**config.mk**
```make
export PLATFORM = sky130hd
export DESIGN_NAME = emulation_mode_pin_control
export DESIGN_NICKNAME = d
export VERILOG_FILES = /design/src/include/emu_pin_pkg.sv /design/src/logic/emulation_mode_pin_control.sv
export SDC_FILE = /design/constraint.sdc
export NUM_CORES = 1
export LEC_CHECK = 0
export BUFFER_PORTS_ARGS = -buffer_cell sky130_fd_sc_hd__buf_2
export CORE_AREA = 4 4 60 62
export CTS_CLUSTER_SIZE = 20
export DETAILED_ROUTE_END_ITERATION = 10
export DIE_AREA = 0 0 64 66
export PLACE_DENSITY = 0.84
export SYNTH_ARGS = -nofsm -noshare
export SYNTH_HDL_FRONTEND = slang
export SYNTH_SLANG_ARGS = --single-unit
```
**constraint.sdc**
```tcl
create_clock -name sys_clk_i -period 1.5 [get_ports sys_clk_i]
set_clock_uncertainty 0.1 [all_clocks]
set_input_delay 0 -clock sys_clk_i [delete_from_list [all_inputs] [get_ports sys_clk_i]]
set_output_delay 0 -clock sys_clk_i [all_outputs]
set_load 0.02 [all_outputs]
```
**src/include/emu_pin_pkg.sv**
```systemverilog
// Constants for the emulation-mode pin control block.
// Assumes one 250 MHz system clock and an asynchronous active-high reset.
package emu_pin_pkg;
  // ==========================================================
  // Mode encodings on the two select pins {high, low}
  localparam logic [1:0] MODE_NORMAL = 2'h0;
  localparam logic [1:0] MODE_ADAPTER = 2'h1;
  localparam logic [1:0] MODE_PROBE = 2'h2;
  localparam logic [1:0] MODE_TEST = 2'h3;
  // ==========================================================
  // Timing
  localparam int CLK_PERIOD_NS = 4;
  localparam int RESET_STRETCH_NS = 64;
  localparam int RESET_STRETCH_CYC = (RESET_STRETCH_NS + CLK_PERIOD_NS - 1) / CLK_PERIOD_NS;
  localparam int STRETCH_W = 5;
  localparam logic [STRETCH_W-1:0] STRETCH_LOAD = STRETCH_W'(RESET_STRETCH_CYC);
  // ==========================================================
  // Reset values
  localparam logic [1:0] MODE_RESET = MODE_NORMAL;
  localparam logic SER_DIV2_RESET = 1'b0;
  // Widths
  localparam int ADDR_W = 20;
  localparam int DATA_W = 8;
  localparam int A18_BIT = 18;
endpackage

```
**src/logic/emulation_mode_pin_control.sv**
```systemverilog
// Pin-direction and pin-state control for the embedded CPU pins.
// Assumes the CPU core supplies drive values on sys_clk_i; mode pins and
// the external reset pin are asynchronous and are synchronised here.
// Functional notes
// [RQ1] Two select pins pick normal, adapter, probe or reserved test mode.
// [RQ2] Adapter mode keeps serial, host UART, chip select and port pins alive.
// [RQ3] Adapter mode turns CPU bus pins to inputs; wait and interrupt-0 drive.
// [RQ4] Probe mode floats every output pin.
// [RQ5] The reserved test encoding must not be selected in operation.
// [RQ6] Reset initialises configuration, boundaries, serial core, ports, host UART.
// [RQ7] Normal mode stretches the reset pin by a one-shot; adapter mode bypasses it.
// [RQ8] Crystal oscillator is disabled in adapter and probe modes.
// [RQ9] Emulator drives memory request and address bit 18 on shared pins.
// [RQ10] Sleep or halt drives memory read and write high when muxed out.
// [RQ11] ROM and RAM selects are held high in sleep or halt.
// [RQ12] Read and write strobes float in sleep or halt; io select when muxed.
// [RQ13] Address outputs float in power-down, bit 18 only when it is address.
// [RQ14] Data bus floats in every power-down mode.
// [RQ15] Host UART emulator is disabled during power-down.
// [RQ16] Serial core clock is undivided after reset.
// [RQ17] Software enables divide-by-two above the rated serial core clock.
module emulation_mode_pin_control
  import emu_pin_pkg::*;
(
  input wire logic sys_clk_i,
  input wire logic rst_i,
  input wire logic clk_en_i,
  input wire logic emu_select_low_i,
  input wire logic emu_select_high_i,
  input wire logic reset_pin_n_i,
  input wire logic cpu_power_down_i,
  input wire logic mrd_mux_sel_i,
  input wire logic mwr_mux_sel_i,
  input wire logic io_mux_sel_i,
  input wire logic a18_is_addr_i,
  input wire logic ser_div2_req_i,
  input wire logic ser_div2_we_i,
  input wire logic cpu_bus_drive_i,
  input wire logic memory_read_strobe_n_i,
  input wire logic memory_write_strobe_n_i,
  input wire logic rom_select_n_i,
  input wire logic ram_select_n_i,
  input wire logic io_select_n_i,
  input wire logic wait_drive_i,
  input wire logic int0_low_i,
  output logic [1:0] mode_o,
  output logic internal_reset_o,
  output logic osc_enable_o,
  output logic host_uart_enable_o,
  output logic peripherals_enable_o,
  output logic ser_div2_o,
  output logic cpu_bus_oe_o,
  output logic addr_oe_o,
  output logic a18_oe_o,
  output logic data_oe_o,
  output logic rw_strobe_oe_o,
  output logic emu_only_oe_o,
  output logic memory_read_strobe_n_o,
  output logic memory_read_strobe_oe_o,
  output logic memory_write_strobe_n_o,
  output logic memory_write_strobe_oe_o,
  output logic rom_select_n_o,
  output logic ram_select_n_o,
  output logic sel_oe_o,
  output logic io_select_n_o,
  output logic io_select_oe_o,
  output logic wait_oe_o,
  output logic int0_oe_o
);
  import emu_pin_pkg::*;

  // ==========================================================
  // State
  typedef struct packed {
    logic [1:0] mode_s1;
    logic [1:0] mode;
    logic rst_s1;
    logic rst_s2;
    logic [STRETCH_W-1:0] stretch;
    logic int_rst;
    logic osc_en;
    logic uart_en;
    logic periph_en;
    logic div2;
    logic bus_oe;
    logic addr_oe;
    logic a18_oe;
    logic data_oe;
    logic rw_oe;
    logic emu_oe;
    logic mrd_n;
    logic mrd_oe;
    logic mwr_n;
    logic mwr_oe;
    logic rom_n;
    logic ram_n;
    logic sel_oe;
    logic ios_n;
    logic ios_oe;
    logic wait_oe;
    logic int0_oe;
  } state_t;

  state_t cur;
  state_t next_cur;

  localparam state_t STATE_RESET = '{
    mode_s1: MODE_RESET, mode: MODE_RESET, rst_s1: 1'b0, rst_s2: 1'b0,
    stretch: STRETCH_LOAD, int_rst: 1'b1, osc_en: 1'b0, uart_en: 1'b0,
    periph_en: 1'b0, div2: SER_DIV2_RESET, bus_oe: 1'b0, addr_oe: 1'b0,
    a18_oe: 1'b0, data_oe: 1'b0, rw_oe: 1'b0, emu_oe: 1'b0,
    mrd_n: 1'b1, mrd_oe: 1'b0, mwr_n: 1'b1, mwr_oe: 1'b0,
    rom_n: 1'b1, ram_n: 1'b1, sel_oe: 1'b0, ios_n: 1'b1, ios_oe: 1'b0,
    wait_oe: 1'b0, int0_oe: 1'b0
  };

  function automatic logic is_mode(input logic [1:0] m, input logic [1:0] want);
    is_mode = (m == want);
  endfunction

  logic normal;
  logic adapter;
  logic probe;
  logic pd;
  logic rst_req;

  always_comb begin
    normal = is_mode(cur.mode, MODE_NORMAL);
    adapter = is_mode(cur.mode, MODE_ADAPTER);
    probe = is_mode(cur.mode, MODE_PROBE);
    pd = cpu_power_down_i;
    next_cur = cur;
    // ==========================================================
    // Synchronisers: first stage is read only by the second
    next_cur.mode_s1 = {emu_select_high_i, emu_select_low_i}; // RQ1
    next_cur.mode = cur.mode_s1;
    next_cur.rst_s1 = ~reset_pin_n_i;
    next_cur.rst_s2 = cur.rst_s1;
    // ==========================================================
    // Reset: one-shot in normal mode, direct in adapter mode
    rst_req = cur.rst_s2;
    if (adapter) begin
      next_cur.int_rst = rst_req; // RQ7
      next_cur.stretch = '0;
    end else if (rst_req) begin
      next_cur.stretch = STRETCH_LOAD; // RQ7
      next_cur.int_rst = 1'b1;
    end else if (cur.stretch != '0) begin
      next_cur.stretch = cur.stretch - 1'b1;
      next_cur.int_rst = 1'b1;
    end else begin
      next_cur.int_rst = 1'b0;
    end
    // Divider select returns to undivided under internal reset
    if (cur.int_rst) begin
      next_cur.div2 = SER_DIV2_RESET; // RQ6 RQ16
    end else if (ser_div2_we_i) begin
      next_cur.div2 = ser_div2_req_i; // RQ17
    end
    // ==========================================================
    // Function enables
    next_cur.osc_en = normal; // RQ8
    next_cur.periph_en = (normal | adapter) & ~cur.int_rst; // RQ2 RQ6
    next_cur.uart_en = (normal | adapter) & ~cur.int_rst & ~pd; // RQ15
    // ==========================================================
    // CPU-side pins: the on-chip CPU drives them in normal mode only; wait and interrupt-0 drive in adapter mode
    next_cur.bus_oe = normal & cpu_bus_drive_i; // RQ3 RQ4
    next_cur.addr_oe = normal & cpu_bus_drive_i & ~pd; // RQ13
    next_cur.a18_oe = normal & (a18_is_addr_i ? (cpu_bus_drive_i & ~pd) : 1'b1); // RQ13 RQ9
    next_cur.data_oe = normal & cpu_bus_drive_i & ~pd; // RQ14
    next_cur.rw_oe = normal & cpu_bus_drive_i & ~pd; // RQ12
    next_cur.emu_oe = normal; // RQ3
    next_cur.wait_oe = adapter & wait_drive_i; // RQ3
    next_cur.int0_oe = adapter & int0_low_i; // RQ3
    // ==========================================================
    // Chip selects alive in normal and adapter modes; muxed strobes in normal mode only
    if (pd & normal) begin
      next_cur.mrd_n = 1'b1; // RQ10
      next_cur.mwr_n = 1'b1; // RQ10
    end else begin
      next_cur.mrd_n = memory_read_strobe_n_i;
      next_cur.mwr_n = memory_write_strobe_n_i;
    end
    next_cur.mrd_oe = normal & mrd_mux_sel_i; // RQ10
    next_cur.mwr_oe = normal & mwr_mux_sel_i; // RQ10
    next_cur.rom_n = pd ? 1'b1 : rom_select_n_i; // RQ11
    next_cur.ram_n = pd ? 1'b1 : ram_select_n_i; // RQ11
    next_cur.sel_oe = ~probe & ~is_mode(cur.mode, MODE_TEST) & ~cur.int_rst; // RQ2 RQ4
    next_cur.ios_n = io_select_n_i;
    next_cur.ios_oe = (normal | adapter) & io_mux_sel_i & ~pd & ~cur.int_rst; // RQ12 RQ2
  end

  always_ff @(posedge sys_clk_i or posedge rst_i) begin
    if (rst_i) begin
      cur <= STATE_RESET;
    end else if (clk_en_i) begin
      cur <= next_cur;
    end
  end

  assign mode_o = cur.mode;
  assign internal_reset_o = cur.int_rst;
  assign osc_enable_o = cur.osc_en;
  assign host_uart_enable_o = cur.uart_en;
  assign peripherals_enable_o = cur.periph_en;
  assign ser_div2_o = cur.div2;
  assign cpu_bus_oe_o = cur.bus_oe;
  assign addr_oe_o = cur.addr_oe;
  assign a18_oe_o = cur.a18_oe;
  assign data_oe_o = cur.data_oe;
  assign rw_strobe_oe_o = cur.rw_oe;
  assign emu_only_oe_o = cur.emu_oe;
  assign memory_read_strobe_n_o = cur.mrd_n;
  assign memory_read_strobe_oe_o = cur.mrd_oe;
  assign memory_write_strobe_n_o = cur.mwr_n;
  assign memory_write_strobe_oe_o = cur.mwr_oe;
  assign rom_select_n_o = cur.rom_n;
  assign ram_select_n_o = cur.ram_n;
  assign sel_oe_o = cur.sel_oe;
  assign io_select_n_o = cur.ios_n;
  assign io_select_oe_o = cur.ios_oe;
  assign wait_oe_o = cur.wait_oe;
  assign int0_oe_o = cur.int0_oe;

  // ==========================================================
  // Checks
  chk_probe_floats: assert property (@(posedge sys_clk_i) disable iff (rst_i)
    clk_en_i && $past(clk_en_i) && $past(mode_o) == MODE_PROBE |->
      !cpu_bus_oe_o && !data_oe_o && !sel_oe_o && !wait_oe_o && !int0_oe_o && !emu_only_oe_o)
    else $error("output driven in probe mode"); // RQ4
  chk_osc_off: assert property (@(posedge sys_clk_i) disable iff (rst_i)
    clk_en_i && $past(clk_en_i) && $past(mode_o) != MODE_NORMAL |-> !osc_enable_o)
    else $error("oscillator on in emulation mode"); // RQ8
  chk_adapter_inputs: assert property (@(posedge sys_clk_i) disable iff (rst_i)
    clk_en_i && $past(clk_en_i) && $past(mode_o) == MODE_ADAPTER |-> !cpu_bus_oe_o && !addr_oe_o && !emu_only_oe_o)
    else $error("cpu pin driven in adapter mode"); // RQ3
  chk_selects_high: assert property (@(posedge sys_clk_i) disable iff (rst_i)
    clk_en_i && $past(clk_en_i) && $past(cpu_power_down_i) |-> rom_select_n_o && ram_select_n_o)
    else $error("chip select low in power-down"); // RQ11
  chk_data_float: assert property (@(posedge sys_clk_i) disable iff (rst_i)
    clk_en_i && $past(clk_en_i) && $past(cpu_power_down_i) |-> !data_oe_o && !addr_oe_o && !rw_strobe_oe_o)
    else $error("bus driven in power-down"); // RQ14
  chk_uart_off: assert property (@(posedge sys_clk_i) disable iff (rst_i)
    clk_en_i && $past(clk_en_i) && $past(cpu_power_down_i) |-> !host_uart_enable_o)
    else $error("host uart enabled in power-down"); // RQ15
  chk_strobe_high: assert property (@(posedge sys_clk_i) disable iff (rst_i)
    clk_en_i && $past(clk_en_i) && $past(cpu_power_down_i) && $past(mode_o) == MODE_NORMAL
      |-> memory_read_strobe_n_o && memory_write_strobe_n_o)
    else $error("memory strobe low in power-down"); // RQ10
  chk_iosel_float: assert property (@(posedge sys_clk_i) disable iff (rst_i)
    clk_en_i && $past(clk_en_i) && $past(cpu_power_down_i) |-> !io_select_oe_o)
    else $error("io select driven in power-down"); // RQ12
  chk_stretch_len: assert property (@(posedge sys_clk_i) disable iff (rst_i)
    clk_en_i && mode_o == MODE_NORMAL && $fell(cur.rst_s2) ##1 (clk_en_i && mode_o == MODE_NORMAL) [*8]
      |-> internal_reset_o)
    else $error("reset stretch too short"); // RQ7
  chk_div_reset: assert property (@(posedge sys_clk_i) disable iff (rst_i)
    clk_en_i && $past(clk_en_i) && $past(internal_reset_o) |-> !ser_div2_o)
    else $error("serial divider not undivided after reset"); // RQ16
endmodule

```
# ---- Word level (Yosys, flattened, before mapping)
# Index checks and enable logic that the tools add are counted.
dict set report totals {
  register_bits 30
  inputBits 21
  elab_cells 67
}
dict set report classes {
  add_sub_neg 1
  n_eq_ne 3
  mux 11
  n_bitwise 22
  reduce_logical 6
}
# operator count
set op_table {}
lappend op_table {{$and A1 B1 Y1} 16}
lappend op_table {{$mux W6} 2}
lappend op_table {{$mux W1} 8}
lappend op_table {{$mux W5} 1}
lappend op_table {{$not A1 Y1} 5}
lappend op_table {{$reduce_bool A5 Y1} 1}
lappend op_table {{$sub A5 B1 Y5 const B} 1}
lappend op_table {{$eq A2 B2 Y1 const B} 2}
lappend op_table {{$reduce_and A2 Y1} 2}
lappend op_table {{$reduce_bool A3 Y1} 1}
lappend op_table {{$eq A2 B1 Y1 const B} 1}
lappend op_table {{$logic_not A2 Y1} 1}
lappend op_table {{$reduce_bool A2 Y1} 1}
lappend op_table {{$or A1 B1 Y1} 1}

# ---- Depth between registers and ports, before layout
dict set report logic_depth {
  word_depth 5
  mapped_depth 5
  ltp_nobuf 5
}

# ---- Worst setup path before layout
# OpenSTA, ideal clock, no wires.
dict set report synth_path {
  path_kind {reg-to-reg}
  start {register cur[22] (netlist name)}
  end {register cur[22] (netlist name)}
  arrival_ns 1.499
  required_time_ns 1.321
  path_slack_ns -0.178
  stages_incl_launch_ff 6
  n_path_buf 0
  path_cell_list {dfrtp_1 inv_1 ha_1 or4b_4 o31a_1 mux2i_1}
}
dict set report synth_between {
  elab_chain_len 4
  word_cells_on_any_way 7
  cone_classes {1 x add/sub; 3 x mux; 3 x reduce/logical}
}
# item line_no
set synth_rtl {}
lappend synth_rtl {{from (decl)} emulation_mode_pin_control.sv:104} ;# state_t cur;
lappend synth_rtl {{from (signal assigned)} emulation_mode_pin_control.sv:197} ;# cur <= next_cur;
lappend synth_rtl {{$sub A5 B1 Y5} emulation_mode_pin_control.sv:149} ;# next_cur.stretch = cur.stretch - 1'b1;
lappend synth_rtl {{$mux W5} emulation_mode_pin_control.sv:148} ;# end else if (cur.stretch != '0) begin
lappend synth_rtl {{$mux W6} emulation_mode_pin_control.sv:145} ;# end else if (rst_req) begin
lappend synth_rtl {{$mux W6} emulation_mode_pin_control.sv:142} ;# if (adapter) begin
# Parallel ways exist; a longest one is shown, timed or not. The select of a mux whose other input is x is not followed.
# A chain may end at the register's enable or synchronous reset.

# ---- Worst setup path in the final report
dict set report layout_path {
  start {register cur[23] (netlist name)}
  end {register cur[23] (netlist name)}
}
# The elaborated chain is that of the path after synthesis.

==> impl_metrics.tcl <==
set metrics [dict create \
    outcome "finished with violations" \
    violations "negative setup slack" \
    relSlewSlack_pct 69.5 \
    fin_crit_sh_pct 109 \
    largest_register "cur" \
    cp-end-kind "flop" \
    finalSetupViolCount 5 \
    p_total_w 0.00264 \
    avgSynthCellArea_um2 10.4 \
    rr_endpoint "cur[23]" \
    rsz0062_at_grt "yes" \
    insertion_delay_ps 320 \
    ys_top_cells_by_area "dfrtp_1 (44%), dfstp_2 (14%), mux2_2 (5.1%)" \
    cp_data_required_time_ps 1610 \
    dp_worst_setup_slack_ps -188 \
    fp.dieW_um 64 \
    slew_viol_final 0 \
    reg2reg_depth 6 \
    nFillCells 232 \
    synth-async-reset-ratio_pct 100 \
    clk_pin_slew_ps 90 \
    grt_max_degree 28 \
    crit_fanout 3 \
    vdd_drop_max_mv 0.754 \
    nNetsFinal 224 \
    cp_slowest_cell "or4b_4" \
    crit_chain "inv_2, ha_4, or4b_4, buf_6, nand4_1, o22ai_1" \
    cp_slowest_stage_delay_ps 460 \
    hold_viol 0 \
    r2r-start "cur[23]" \
    core_area_mm2 0.00303 \
    n_antenna_cell 0 \
    syn-instance-count 127 \
    grt_pass1_vias 1168 \
    stdcell_count 247 \
    pin_count 45 \
    yosysMostFrequentCell "dfrtp_1" \
    port_buffers 44 \
    drt-initial-drc-count 28 \
    period_minus_slack_ps 1630 \
    die_y_um 66 \
    fmax_mhz 613 \
    crit_buf_inv 2 \
    htreeDepth 2 \
    netlist.top_cell.by_area "dfrtp_1" \
    worstHoldPathType "in2async" \
    start_util_pct 43.6 \
    cts_tree "built" \
    drt_pass1_iterations 4 \
    layout-drive-gt1-share_pct 41.4 \
    cts_made_buffers 5 \
    cts.path.max_buffers 2 \
    dpl.cell_count 216 \
    synth_top_area_share_pct 43.6 \
    critical_path.top_delay_family "simple AND/OR/NAND/NOR gates" \
    dieArea_mm2 0.00422 \
    ant_nets 0 \
    antenna_found_initial 0 \
    layout_setup_ws_ps -131 \
    track_usage_pct 16.7 \
    area_growth_syn_to_layout_pct 47.8 \
    overflow 0 \
    num_vias 1199 \
    wl_per_cell_um 13.1 \
    synth_area_mm2 0.00132 \
    drc 0 \
    ff2ff_setup_slack_ps -130 \
    ys_ff_latch 30 \
    synthesis.nets 149 \
    worst_pin_slew_ps 458 \
    cp_data_arrival_time_ps 1750 \
    largest_reg_flops 8 \
    synth-edff-count 0 \
    rows 20 \
    synth_cell_type_count 29 \
    cts_sinks 30 \
    grt_pass1_wl_um 5370 \
    p_leak_nw 0.957 \
    maxCapViolations 0 \
    dp_hpwl_um 2050 \
    synth_flop_cell "dfrtp_1" \
    power_density_mw_per_mm2 1350 \
    area.sequential_um2 759 \
    yosysWarnings 0 \
    yosysSeqAreaShare_pct 57.6 \
    synthTopCellsByCount "dfrtp_1 (23), inv_1 (15), o21ai_0 (12), nor2_1 (10), a21oi_1 (9)" \
    start_kind "flop" \
    routed_wirelength_um 3240 \
    cts-root-buf "clkbuf_4" \
    path_class "reg2reg" \
    multiInputGateArea_um2 468 \
    avgViaCountPerCell 4.85 \
    gp_congestion 0.753 \
]
-- power by group --
part,internal (W),switching (W),total [W]
clock network,0.000320,0.000266,0.000586
registers,0.000983,0.000104,0.00109
logic,0.000501,0.000467,0.000969
total,0.00180,0.000837,0.00264
-- timing repair --
action | in CTS | in global routing
hold endpoints to repair | 40 | 0
buffers inserted | 1 | 1
resized for setup | 4 | 2
endpoints found under the setup margin | 5 | 5
pin swaps | 3 | 3
hold buffers | 21 | 0
-- cell type report --
type | instances | area share, %
repair buffers | 78 | 27.3
inverters | 15 | 2.89
flip-flops and latches | 30 | 39.0
clock buffers | 8 | 4.04
well taps | 44 | 2.82
multi-input cells | 72 | 24.0
-- stage by stage --
| step | TNS [ps] | hold WS [ps] | instance area (um^2) | util [%] |
|---|---|---|---|---|
| 2_1_floorplan | -359 | -14.4 | 1320 | - |
| 3_5_place_dp | -770 | -187 | 1620 | 53.6 |
| 5_1_grt | -746 | 10.6 | 1950 | 64.4 |
| 3_3_place_gp | -558 | -190 | 1620 | 53.6 |
| 4_1_cts | -489 | 13.7 | 1930 | 63.8 |
| 6_report | -458 | 11.5 | 1950 | 64.4 |
-- metal layers --
layer	GRT usage (%)	share of wire (%)	vias to the layer above
met5	0	0	-
met1	19.0	40	562
met4	10.8	3.4	0
met3	3.23	4.2	11
met2	28.6	53	41
li1	-	-	585
-- how the worst max path moves through the flow --
stage                 start  slack [ps]      end  depth (start not counted)
floorplan           cur[22]        -180  cur[22]                          5
global placement    cur[23]        -150  cur[22]                          5
detailed placement  cur[23]        -190  cur[24]                          6
CTS                 cur[22]        -140  cur[23]                          6
global route        cur[22]        -200  cur[22]                          5
finish              cur[23]        -130  cur[23]                          6
-- logic make-up after synthesis --
family          Yosys count  synth area share (%)
flops                    30                  57.6
mux                       7                  5.88
compound gates           31                  14.1
buf+inv                  25                  8.54
fa+ha+maj                 1                 0.949
simple gates             33                  12.9
-- cells in the final DEF (no fill, tap or decap), types with 2 or more instances in the layout --
cell,synthesis,layout
clkbuf_8,0,3
clkbuf_4,0,5
o2bb2ai_1,2,2
inv_2,0,2
buf_4,5,12
o31ai_1,2,2
buf_2,0,44
a21oi_1,9,8
nand2_1,5,5
nand2b_1,2,2
o21ai_0,12,12
nor2b_1,2,2
o22ai_1,2,2
nor2_1,10,10
dlygate4sd3_1,0,21
nor3_1,2,2
dfstp_2,7,7
inv_1,15,13
mux2_2,6,6
dfrtp_1,23,23
nand3_1,7,6
-- tightest hold or removal path, cell delays in order --
cell	delay, ps
dlygate4sd3_1	530
buf_2	120
inv_1	160
Note: power is estimated with default switching activity, not from simulation.
